[src/inc/etcb_pkg.sv]
// Register map, field layout and code constants of the timer channel B block
package etcb_pkg;

   ////////////////////////////////////////////////////////////////////////////
   // Register word indices (byte address is four times the index)
   localparam logic [3:0] IDX_CTRL0 = 4'h0;
   localparam logic [3:0] IDX_CTRL1 = 4'h1;
   localparam logic [3:0] IDX_CTRL2 = 4'h2;
   localparam logic [3:0] IDX_CNTL  = 4'h3;
   localparam logic [3:0] IDX_CNTH  = 4'h4;
   localparam logic [3:0] IDX_CMPAL = 4'h5;
   localparam logic [3:0] IDX_CMPAH = 4'h6;
   localparam logic [3:0] IDX_CMPBL = 4'h7;
   localparam logic [3:0] IDX_CMPBH = 4'h8;
   localparam logic [3:0] IDX_FLAG  = 4'h9;

   ////////////////////////////////////////////////////////////////////////////
   // Field positions
   localparam int C0_ON_BIT   = 3;
   localparam int C0_PER_LSB  = 0;
   localparam int CX_MODE_LSB = 6;
   localparam int CX_PINF_LSB = 4;
   localparam int CX_LVL_BIT  = 3;
   localparam int CX_INV_BIT  = 2;
   localparam int C1_DIR_BIT  = 1;
   localparam int C1_CCS_BIT  = 0;
   localparam int C2_ALN_LSB  = 0;
   localparam int FLG_A       = 0;
   localparam int FLG_B       = 1;
   localparam int FLG_P       = 2;

   ////////////////////////////////////////////////////////////////////////////
   // Reset values
   localparam logic [7:0] RST_BYTE = 8'h00;

   ////////////////////////////////////////////////////////////////////////////
   // Channel modes
   localparam logic [1:0] MD_CMP = 2'h0;
   localparam logic [1:0] MD_CAP = 2'h1;
   localparam logic [1:0] MD_PWM = 2'h2;
   localparam logic [1:0] MD_TMR = 2'h3;

   // Pin function codes, compare mode
   localparam logic [1:0] PF_LOW  = 2'h1;
   localparam logic [1:0] PF_HIGH = 2'h2;
   localparam logic [1:0] PF_TOG  = 2'h3;
   // Pin function codes, PWM / single pulse mode
   localparam logic [1:0] PF_INACT = 2'h0;
   localparam logic [1:0] PF_ACT   = 2'h1;
   localparam logic [1:0] PF_PWM   = 2'h2;
   localparam logic [1:0] PF_SP    = 2'h3;
   // Pin function codes, capture mode
   localparam logic [1:0] CF_RISE = 2'h0;
   localparam logic [1:0] CF_FALL = 2'h1;
   localparam logic [1:0] CF_BOTH = 2'h2;

   // PWM alignment
   localparam logic [1:0] AL_EDGE = 2'h0;
   localparam logic [1:0] AL_UP   = 2'h1;
   localparam logic [1:0] AL_DN   = 2'h2;

endpackage

[src/inc/etcb_pin_if.sv]
// Carrier between the channel B core and its output pin stage
`timescale 1ns/1ps
interface etcb_pin_if;
   logic [1:0] mode;
   logic [1:0] pinf;
   logic       lvl;
   logic       inv;
   logic       match;
   logic       on_rise;
   logic       pwm_act;
   logic       sp_act;
   logic       out;
   logic       out_n;

   modport core (output mode, pinf, lvl, inv, match, on_rise, pwm_act, sp_act,
                 input  out, out_n);
   modport pin  (input  mode, pinf, lvl, inv, match, on_rise, pwm_act, sp_act,
                 output out, out_n);
endinterface

[src/verilog/etcb_pin.sv]
// Channel B output pin stage: level, forcing, polarity and complement pin
`timescale 1ns/1ps
module etcb_pin (
   // Clock and reset
   input  wire logic clk_i,
   input  wire logic rst_n_i,
   // Core side
   etcb_pin_if.pin   pif
);

   typedef struct packed {
      logic lvl;
      logic out;
      logic out_n;
   } etcb_pin_s;

   etcb_pin_s p_q;
   etcb_pin_s p_d;

   ////////////////////////////////////////////////////////////////////////////
   always_comb begin
      p_d = p_q;
      case (pif.mode)
         etcb_pkg::MD_CMP: begin
            if (pif.on_rise) begin
               p_d.lvl = pif.lvl;
            end else if (pif.match) begin
               // Same level as present gives no visible change
               case (pif.pinf)
                  etcb_pkg::PF_LOW:  p_d.lvl = 1'b0;
                  etcb_pkg::PF_HIGH: p_d.lvl = 1'b1;
                  etcb_pkg::PF_TOG:  p_d.lvl = ~p_q.lvl;
                  default:           p_d.lvl = p_q.lvl;
               endcase
            end
         end
         etcb_pkg::MD_PWM: begin
            case (pif.pinf)
               etcb_pkg::PF_INACT: p_d.lvl = ~pif.lvl;
               etcb_pkg::PF_ACT:   p_d.lvl = pif.lvl;
               etcb_pkg::PF_PWM:   p_d.lvl = pif.pwm_act ? pif.lvl : ~pif.lvl;
               default:            p_d.lvl = pif.sp_act ? pif.lvl : ~pif.lvl;
            endcase
         end
         default: p_d.lvl = p_q.lvl;
      endcase
      if (pif.mode == etcb_pkg::MD_TMR) begin
         p_d.out   = 1'b0;
         p_d.out_n = 1'b0;
      end else begin
         p_d.out   = p_d.lvl ^ pif.inv;
         p_d.out_n = ~p_d.lvl ^ pif.inv;
      end
   end

   always_ff @(posedge clk_i or negedge rst_n_i) begin
      if (!rst_n_i) begin
         p_q <= '0;
      end else begin
         p_q <= p_d;
      end
   end

   assign pif.out   = p_q.out;
   assign pif.out_n = p_q.out_n;
endmodule

[src/verilog/etcb_top.sv]
// Channel B compare/capture core of the 10-bit enhanced timer, Avalon-MM slave
//
// Local design decisions: the placing of the registers and the Avalon-MM interface to the registers.
`timescale 1ns/1ps
////////////////////////////////////////////////////////////////////////////////
module etcb_top (
   // Clock and reset
   input  wire logic        clk_i,
   input  wire logic        rst_n_i,
   // Selected timer clock as a one-cycle enable
   input  wire logic        tick_i,
   // Channel B capture input
   input  wire logic        capture_b_input_i,
   // Avalon-MM slave
   input  wire logic [3:0]  avs_address_i,
   input  wire logic        avs_read_i,
   input  wire logic        avs_write_i,
   input  wire logic [31:0] avs_writedata_i,
   input  wire logic [3:0]  avs_byteenable_i,
   output logic      [31:0] avs_readdata_o,
   output logic             avs_waitrequest_o,
   // Output pins
   output logic             out_a_pin_o,
   output logic             out_b_pin_o,
   output logic             out_b_comp_pin_o,
   // Match flags
   output logic             match_a_flag_o,
   output logic             match_b_flag_o,
   output logic             period_match_flag_o
);

   typedef struct packed {
      logic [7:0]  c0;
      logic [7:0]  c1;
      logic [7:0]  c2;
      logic [9:0]  cnt;
      logic [9:0]  cmpa;
      logic [9:0]  cmpb;
      logic [2:0]  flg;
      logic        on_prev;
      logic        dir_dn;
      logic        cap_prev;
      logic        sp_act;
      logic        ack;
      logic        lvl_a;
      logic        out_a;
      logic [31:0] rdata;
   } etcb_core_s;

   localparam etcb_core_s CORE_RST = '{
      c0:      etcb_pkg::RST_BYTE,
      c1:      etcb_pkg::RST_BYTE,
      c2:      etcb_pkg::RST_BYTE,
      default: '0
   };

   ////////////////////////////////////////////////////////////////////////////
   // Functions

   // Last count of the period; period zero wraps to the overflow point
   function automatic logic per_match(input logic [9:0] c, input logic [2:0] p);
      logic [2:0] nx;
      nx = c[9:7] + 3'h1;
      return (nx == p) && (c[6:0] == 7'h7f);
   endfunction

   function automatic logic dir_ok(input logic [1:0] al, input logic dn);
      logic ok;
      ok = 1'b1;
      case (al)
         etcb_pkg::AL_UP: ok = !dn;
         etcb_pkg::AL_DN: ok = dn;
         default:         ok = 1'b1;
      endcase
      return ok;
   endfunction

   function automatic logic cap_edge(input logic [1:0] pf, input logic pv, input logic nw);
      logic hit;
      hit = 1'b0;
      case (pf)
         etcb_pkg::CF_RISE: hit = nw & ~pv;
         etcb_pkg::CF_FALL: hit = ~nw & pv;
         etcb_pkg::CF_BOTH: hit = nw ^ pv;
         default:           hit = 1'b0;
      endcase
      return hit;
   endfunction

   function automatic logic [31:0] rd_word(input etcb_core_s c, input logic [3:0] a);
      logic [7:0] b;
      b = 8'h00;
      if (a == etcb_pkg::IDX_CTRL0) begin
         b = c.c0;
      end else if (a == etcb_pkg::IDX_CTRL1) begin
         b = {c.c1[7:2], c.dir_dn, c.c1[0]};
      end else if (a == etcb_pkg::IDX_CTRL2) begin
         b = c.c2;
      end else if (a == etcb_pkg::IDX_CNTL) begin
         b = c.cnt[7:0];
      end else if (a == etcb_pkg::IDX_CNTH) begin
         b = {6'h00, c.cnt[9:8]};
      end else if (a == etcb_pkg::IDX_CMPAL) begin
         b = c.cmpa[7:0];
      end else if (a == etcb_pkg::IDX_CMPAH) begin
         b = {6'h00, c.cmpa[9:8]};
      end else if (a == etcb_pkg::IDX_CMPBL) begin
         b = c.cmpb[7:0];
      end else if (a == etcb_pkg::IDX_CMPBH) begin
         b = {6'h00, c.cmpb[9:8]};
      end else if (a == etcb_pkg::IDX_FLAG) begin
         b = {5'h00, c.flg};
      end
      return {24'h00_0000, b};
   endfunction

   ////////////////////////////////////////////////////////////////////////////
   // Reset release
   logic [1:0] rsync_q;
   logic       rst_n;

   always_ff @(posedge clk_i or negedge rst_n_i) begin
      if (!rst_n_i) begin
         rsync_q <= 2'b00;
      end else begin
         rsync_q <= {rsync_q[0], 1'b1};
      end
   end

   assign rst_n = rsync_q[1];

   ////////////////////////////////////////////////////////////////////////////
   // Decoded state
   etcb_core_s s_q;
   etcb_core_s s_d;

   logic       on;
   logic       on_rise;
   logic       run;
   logic       ccs;
   logic       am;
   logic       bm;
   logic       pm;
   logic       cap_hit;
   logic       bus_wr;
   logic [1:0] md_a;
   logic [1:0] pf_a;
   logic [1:0] md_b;
   logic [1:0] pf_b;
   logic [1:0] aln;
   logic [2:0] per;
   logic [2:0] set_f;
   logic [2:0] clr_f;

   assign on      = s_q.c0[etcb_pkg::C0_ON_BIT];
   assign on_rise = on & ~s_q.on_prev;
   assign run     = on & tick_i & ~on_rise;
   assign per     = s_q.c0[etcb_pkg::C0_PER_LSB +: 3];
   assign ccs     = s_q.c1[etcb_pkg::C1_CCS_BIT];
   assign md_a    = s_q.c1[etcb_pkg::CX_MODE_LSB +: 2];
   assign pf_a    = s_q.c1[etcb_pkg::CX_PINF_LSB +: 2];
   assign md_b    = s_q.c2[etcb_pkg::CX_MODE_LSB +: 2];
   assign pf_b    = s_q.c2[etcb_pkg::CX_PINF_LSB +: 2];
   assign aln     = s_q.c2[etcb_pkg::C2_ALN_LSB +: 2];
   assign am      = (s_q.cnt == s_q.cmpa);
   assign bm      = (s_q.cnt == s_q.cmpb);
   assign pm      = per_match(s_q.cnt, per);
   assign cap_hit = cap_edge(pf_b, s_q.cap_prev, capture_b_input_i);
   assign bus_wr  = avs_write_i & s_q.ack & avs_byteenable_i[0];

   ////////////////////////////////////////////////////////////////////////////
   // Next state
   always_comb begin
      s_d = s_q;
      set_f = 3'h0;
      clr_f = 3'h0;
      s_d.on_prev = on;
      s_d.cap_prev = capture_b_input_i;

      if (on_rise) begin
         s_d.cnt = 10'h000;
         s_d.dir_dn = 1'b0;
         s_d.sp_act = 1'b0;
      end else if (run) begin
         case (md_b)
            etcb_pkg::MD_CMP, etcb_pkg::MD_TMR: begin
               set_f[etcb_pkg::FLG_A] = am;
               set_f[etcb_pkg::FLG_B] = bm;
               if (ccs) begin
                  s_d.cnt = am ? 10'h000 : s_q.cnt + 10'h001;
               end else begin
                  set_f[etcb_pkg::FLG_P] = pm;
                  s_d.cnt = pm ? 10'h000 : s_q.cnt + 10'h001;
               end
            end
            etcb_pkg::MD_PWM: begin
               set_f[etcb_pkg::FLG_A] = am & dir_ok(aln, s_q.dir_dn);
               set_f[etcb_pkg::FLG_B] = bm & dir_ok(aln, s_q.dir_dn);
               // Period comes from the period bits only here
               if (aln == etcb_pkg::AL_EDGE) begin
                  set_f[etcb_pkg::FLG_P] = pm;
                  s_d.cnt = pm ? 10'h000 : s_q.cnt + 10'h001;
               end else if (!s_q.dir_dn) begin
                  if (pm) begin
                     s_d.dir_dn = 1'b1;
                     s_d.cnt = s_q.cnt - 10'h001;
                  end else begin
                     s_d.cnt = s_q.cnt + 10'h001;
                  end
               end else begin
                  s_d.cnt = s_q.cnt - 10'h001;
                  if (s_q.cnt == 10'h001) begin
                     s_d.dir_dn = 1'b0;
                     set_f[etcb_pkg::FLG_P] = 1'b1;
                  end
               end
               // Single pulse: B match starts it, A match ends it and stops the timer
               if (pf_b == etcb_pkg::PF_SP) begin
                  if (bm) begin
                     s_d.sp_act = 1'b1;
                  end
                  if (am) begin
                     s_d.sp_act = 1'b0;
                     s_d.c0[etcb_pkg::C0_ON_BIT] = 1'b0;
                  end
               end
            end
            default: begin
               set_f[etcb_pkg::FLG_P] = pm;
               s_d.cnt = pm ? 10'h000 : s_q.cnt + 10'h001;
            end
         endcase
      end

      if (md_b == etcb_pkg::MD_CAP && on && cap_hit) begin
         s_d.cmpb = s_q.cnt;
         set_f[etcb_pkg::FLG_B] = 1'b1;
      end
      if (!on) begin
         s_d.sp_act = 1'b0;
      end

      // Channel A pin in compare mode
      if (md_a == etcb_pkg::MD_CMP) begin
         if (on_rise) begin
            s_d.lvl_a = s_q.c1[etcb_pkg::CX_LVL_BIT];
         end else if (set_f[etcb_pkg::FLG_A]) begin
            case (pf_a)
               etcb_pkg::PF_LOW:  s_d.lvl_a = 1'b0;
               etcb_pkg::PF_HIGH: s_d.lvl_a = 1'b1;
               etcb_pkg::PF_TOG:  s_d.lvl_a = ~s_q.lvl_a;
               default:           s_d.lvl_a = s_q.lvl_a;
            endcase
         end
      end
      s_d.out_a = s_d.lvl_a ^ s_q.c1[etcb_pkg::CX_INV_BIT];

      // Bus: one wait state, read data loaded on the first edge
      s_d.ack = (avs_read_i | avs_write_i) & ~s_q.ack;
      if (avs_read_i && !s_q.ack) begin
         s_d.rdata = rd_word(s_q, avs_address_i);
      end
      if (bus_wr) begin
         if (avs_address_i == etcb_pkg::IDX_CTRL0) begin
            s_d.c0 = avs_writedata_i[7:0];
         end else if (avs_address_i == etcb_pkg::IDX_CTRL1) begin
            s_d.c1 = avs_writedata_i[7:0];
         end else if (avs_address_i == etcb_pkg::IDX_CTRL2) begin
            s_d.c2 = avs_writedata_i[7:0];
         end else if (avs_address_i == etcb_pkg::IDX_CMPAL) begin
            s_d.cmpa[7:0] = avs_writedata_i[7:0];
         end else if (avs_address_i == etcb_pkg::IDX_CMPAH) begin
            s_d.cmpa[9:8] = avs_writedata_i[1:0];
         end else if (avs_address_i == etcb_pkg::IDX_CMPBL) begin
            s_d.cmpb[7:0] = avs_writedata_i[7:0];
         end else if (avs_address_i == etcb_pkg::IDX_CMPBH) begin
            s_d.cmpb[9:8] = avs_writedata_i[1:0];
         end else if (avs_address_i == etcb_pkg::IDX_FLAG) begin
            clr_f = avs_writedata_i[2:0];
         end
      end

      // A new match wins over a clear in the same cycle
      s_d.flg = (s_q.flg & ~clr_f) | set_f;
   end

   always_ff @(posedge clk_i or negedge rst_n) begin
      if (!rst_n) begin
         s_q <= CORE_RST;
      end else begin
         s_q <= s_d;
      end
   end

   ////////////////////////////////////////////////////////////////////////////
   // Channel B pin stage
   etcb_pin_if pif ();

   assign pif.mode    = md_b;
   assign pif.pinf    = pf_b;
   assign pif.lvl     = s_q.c2[etcb_pkg::CX_LVL_BIT];
   assign pif.inv     = s_q.c2[etcb_pkg::CX_INV_BIT];
   assign pif.match   = set_f[etcb_pkg::FLG_B];
   assign pif.on_rise = on_rise;
   assign pif.pwm_act = (s_q.cnt < s_q.cmpb);
   assign pif.sp_act  = s_q.sp_act;

   etcb_pin u_pin (
      .clk_i   (clk_i),
      .rst_n_i (rst_n),
      .pif     (pif.pin)
   );

   ////////////////////////////////////////////////////////////////////////////
   // Outputs
   assign avs_waitrequest_o   = (avs_read_i | avs_write_i) & ~s_q.ack;
   assign avs_readdata_o      = s_q.rdata;
   assign out_a_pin_o         = s_q.out_a;
   assign out_b_pin_o         = pif.out;
   assign out_b_comp_pin_o    = pif.out_n;
   assign match_a_flag_o      = s_q.flg[etcb_pkg::FLG_A];
   assign match_b_flag_o      = s_q.flg[etcb_pkg::FLG_B];
   assign period_match_flag_o = s_q.flg[etcb_pkg::FLG_P];
endmodule

[config.mk]
export PLATFORM = sky130hd
export DESIGN_NAME = etcb_top
export DESIGN_NICKNAME = d
export VERILOG_FILES = /design/src/inc/etcb_pkg.sv /design/src/inc/etcb_pin_if.sv /design/src/verilog/etcb_pin.sv /design/src/verilog/etcb_top.sv
export SDC_FILE = /design/constraint.sdc
export NUM_CORES = 1
export LEC_CHECK = 0
export ABC_AREA = 1
export BUFFER_PORTS_ARGS = -buffer_cell sky130_fd_sc_hd__buf_2
export CORE_UTILIZATION = 55
export CTS_CLUSTER_DIAMETER = 40
export CTS_CLUSTER_SIZE = 40
export DETAILED_ROUTE_END_ITERATION = 12
export PLACE_DENSITY = 0.86
export SYNTH_ARGS = -nofsm -noshare
export SYNTH_HDL_FRONTEND = slang
export SYNTH_SLANG_ARGS = --single-unit
[constraint.sdc]
create_clock -name clk_i -period 3.1 [get_ports clk_i]
set_input_delay 0.31 -clock clk_i [delete_from_list [all_inputs] [get_ports clk_i]]
set_output_delay 0.31 -clock clk_i [all_outputs]
set_load 0.01 [all_outputs]
==> impl_metrics.py <==
metrics = {
    "run_status": {
        "status": "complete, no violations",
    },
    "route": {
        "dr.max_layer_used": "met4",
        "drc_errors": 0,
        "dr.pass1.iters": 7,
        "met3_length_um": 1497,
        "ant_nets": 0,
        "met1_length_um": 5768,
        "met2_length_um": 6559,
        "via_count": 5063,
        "drt_wl_total_um": 14490,
        "viasPerCell": 5.682,
        "first_iter_violations": 571,
        "wl_per_cell_um": 16.26,
    },
    "sta": {
        "fin_hold_ws_ps": 78.06,
        "hold_viol_final": 0,
        "min_period_ps": 2453,
        "setup-tns-final_ps": 0,
        "maxSlewViolCount": 0,
        "fmax_mhz": 407.7,
        "rsz0062_at_grt": "no",
        "worstMarginPinSlew_ps": 996.1,
        "setup_violations": 0,
        "final.period_utilization_pct": 79.12,
        "finClkSkew_ps": 10.67,
        "maxSlewHeadroom_pct": 33.35,
    },
    "finish": {
        "final_util_pct": 60.38,
        "final_cells": 891,
        "n_antenna_cell": 0,
        "final_nets": 829,
        "syn_to_final_growth_pct": 5.960,
        "layout-drive-gt1-share_pct": 11.55,
    },
    "power_and_ir_drop": {
        "leakage_nw": 2.878,
        "vdd_drop_max_mv": 0.3956,
        "p_per_area_nw_per_um2": 746.9,
    },
    "cts": {
        "worstSkewPairLatency_ps": 370,
        "htree_levels": 3,
        "post_cts_buffers": 0,
        "cts_buffers": 9,
        "clkTransAtPathRegs_ps": 90,
        "root_buffer": "clkbuf_8",
        "cts_tree": "yes",
        "cts_sinks": 76,
        "clock_path_buffers": 2,
    },
    "floorplanning": {
        "initial_core_util_pct": 56.98,
        "core_um2": 9284,
        "die_area_um2": 10020,
        "io_pins": 85,
        "dieWidth_um": 100.1,
        "rows": 35,
        "die_h_um": 100.1,
    },
    "yosys": {
        "yosysMostFrequentCell": "nand2_1",
        "syn_avg_cell_area_um2": 7.217,
        "synth_common_cells": "193 x nand2_1, 95 x inv_1, 76 x dfrtp_1",
        "synth_top_cell_area_share_pct": 35.95,
        "synth_cells": 733,
        "ys_ff_latch": 76,
        "synth.largest_area_cell": "dfrtp_1",
        "synth_area_leaders": "dfrtp_1 36%, nand2_1 14%, o21ai_0 6.8%, inv_1 6.7%, ha_1 6.1%",
        "netlist_area_um2": 5290,
        "ys.flop_type": "dfrtp_1",
        "async_reset_ff_share_pct": 100.0,
        "synth_cell_types": 41,
        "ys_seq_area_share_pct": 35.95,
        "yosysWarnings": 0,
        "synth-edff-count": 0,
    },
    "global_routing": {
        "grt_max_degree": 75,
        "grt_pass1_wl_um": 23370,
        "antenna_found_initial": 0,
        "grt_overflow": 0,
        "grtUsageTotal_pct": 30.59,
        "grt_pass1_vias": 4679,
    },
    "critical_path": {
        "worstPathRequired_ps": 3400,
        "critPathMaxFanout": 10,
        "end_kind": "register",
        "crit_type": "reg -> reg",
        "start_kind": "register",
        "rr_worst_depth": 15,
        "cp.arrival_ps": 2750,
    },
    "min_path": {
        "hold_class": "in -> reg",
        "holdPathStages": 1,
    },
    "placement": {
        "hpwl_um": 11000,
        "place_congestion": 0.9974,
        "portBuffers": 33,
        "place_inst": 874,
    },
    "flow_run": {
        "drv_cap": 0,
    },
}
[per-layer routing]
layer / track usage (%) / vias up
li1: - / 2353
met1: 40.05 / 2348
met2: 49.18 / 301
met3: 5.989 / 61
met4: 14.16 / 0
met5: 0 / -
[power by group]
| part | switching [W] | internal (W) | total [W] |
|---|---|---|---|
| Clock | 0.000411 | 0.000378 | 0.000788 |
| Sequential | 0.000291 | 0.00124 | 0.00153 |
| Combinational | 0.00121 | 0.000652 | 0.00186 |
| Total | 0.00191 | 0.00227 | 0.00419 |
[final cells by class]
type,count,area (um^2)
clock buffer,9,123.9
clock inverter,7,75.07
tap,129,161.4
sequential,76,1906
multi-input combinational,529,2746
fill,876,3679
timing repair buffer,38,205.2
inverter,103,387.9
[kinds of logic (layout without fill, tap and decap cells)]
family                   Yosys count  in the layout  synth area share, %
multiplexers                       1              1               0.1892
AND/OR/NAND/NOR                  332            332                27.70
flip-flops                        76             76                35.95
XOR/XNOR                          18             18                2.980
other                              2             25               0.1420
AO/OA/AOI/OAI                    127            127                13.13
buffers and inverters            151            157                13.77
adder cells (fa/ha/maj)           26             26                6.149
[sequential cells by signal (all words and copies together) (netlist names), 2 cells and up]
| register | flops |
|---|---|
| s_q | 41 |
| rsync_q | 2 |
| per | 3 |
| pf_b | 2 |
| pf_a | 2 |
| aln | 2 |
| md_b | 2 |
| avs_readdata_o | 8 |
| md_a | 2 |
[critical path: stages (launching register included)]
cell and delay [ps]:
dfrtp_1 550, ha_1 370, nand2_1 60, nor2_1 260, nand3_1 120, nor2_1 190
nand3_1 160, nand2_1 90, nand2_1 50, nand2_1 60, nand2_1 60, nand2_2 90
nand3_2 110, nand2_1 70, nand2_1 50, nor2_1 110
[path summary, 6_finish.rpt]
path	start	to	slack [ps]
min	capture_b_input_i	s_q[36]	80
min in group asynchronous	rst_n_i	rsync_q[1]	250
max	s_q[64]	u_pin.pif.out_n	650
max in group asynchronous	rsync_q[1]	s_q[69]	1970
max reg2reg	s_q[64]	u_pin.pif.out_n	650
min reg2reg	rsync_q[0]	rsync_q[1]	360
[through the flow]
stage	total power, W	instance area (um^2)	setup slack (ps)
6_report	0.004187	5605	647.4
3_3_place_gp	0.003268	5396	806.9
4_1_cts	0.004143	5605	710.5
5_1_grt	0.004498	5605	435.9
2_1_floorplan	0.002886	5376	826.7
3_5_place_dp	0.003352	5396	725.7
[layout by cell type, fill, tap and decap left out, types with 5 or more instances in the layout]
master,Yosys,routed
o21ai_0,72,72
nand4_1,18,18
nand2_2,6,6
xor2_1,15,15
nor3_1,5,5
a21oi_1,24,24
inv_2,7,7
conb_1,2,25
nand2_1,193,193
inv_1,95,95
buf_2,7,33
o22ai_1,7,7
ha_1,26,26
o211ai_1,7,7
nor2_2,5,5
o21ai_1,6,6
clkbuf_8,0,9
dfrtp_1,76,75
nor2_1,54,54
nand3_1,36,36
[repair_timing]
action	CTS	global route
endpoints found under the setup margin	0	0
gates resized for setup	0	0
hold buffers	1	0
hold endpoints to repair	2	0
No activity file was read; power rests on OpenSTA's default activity.
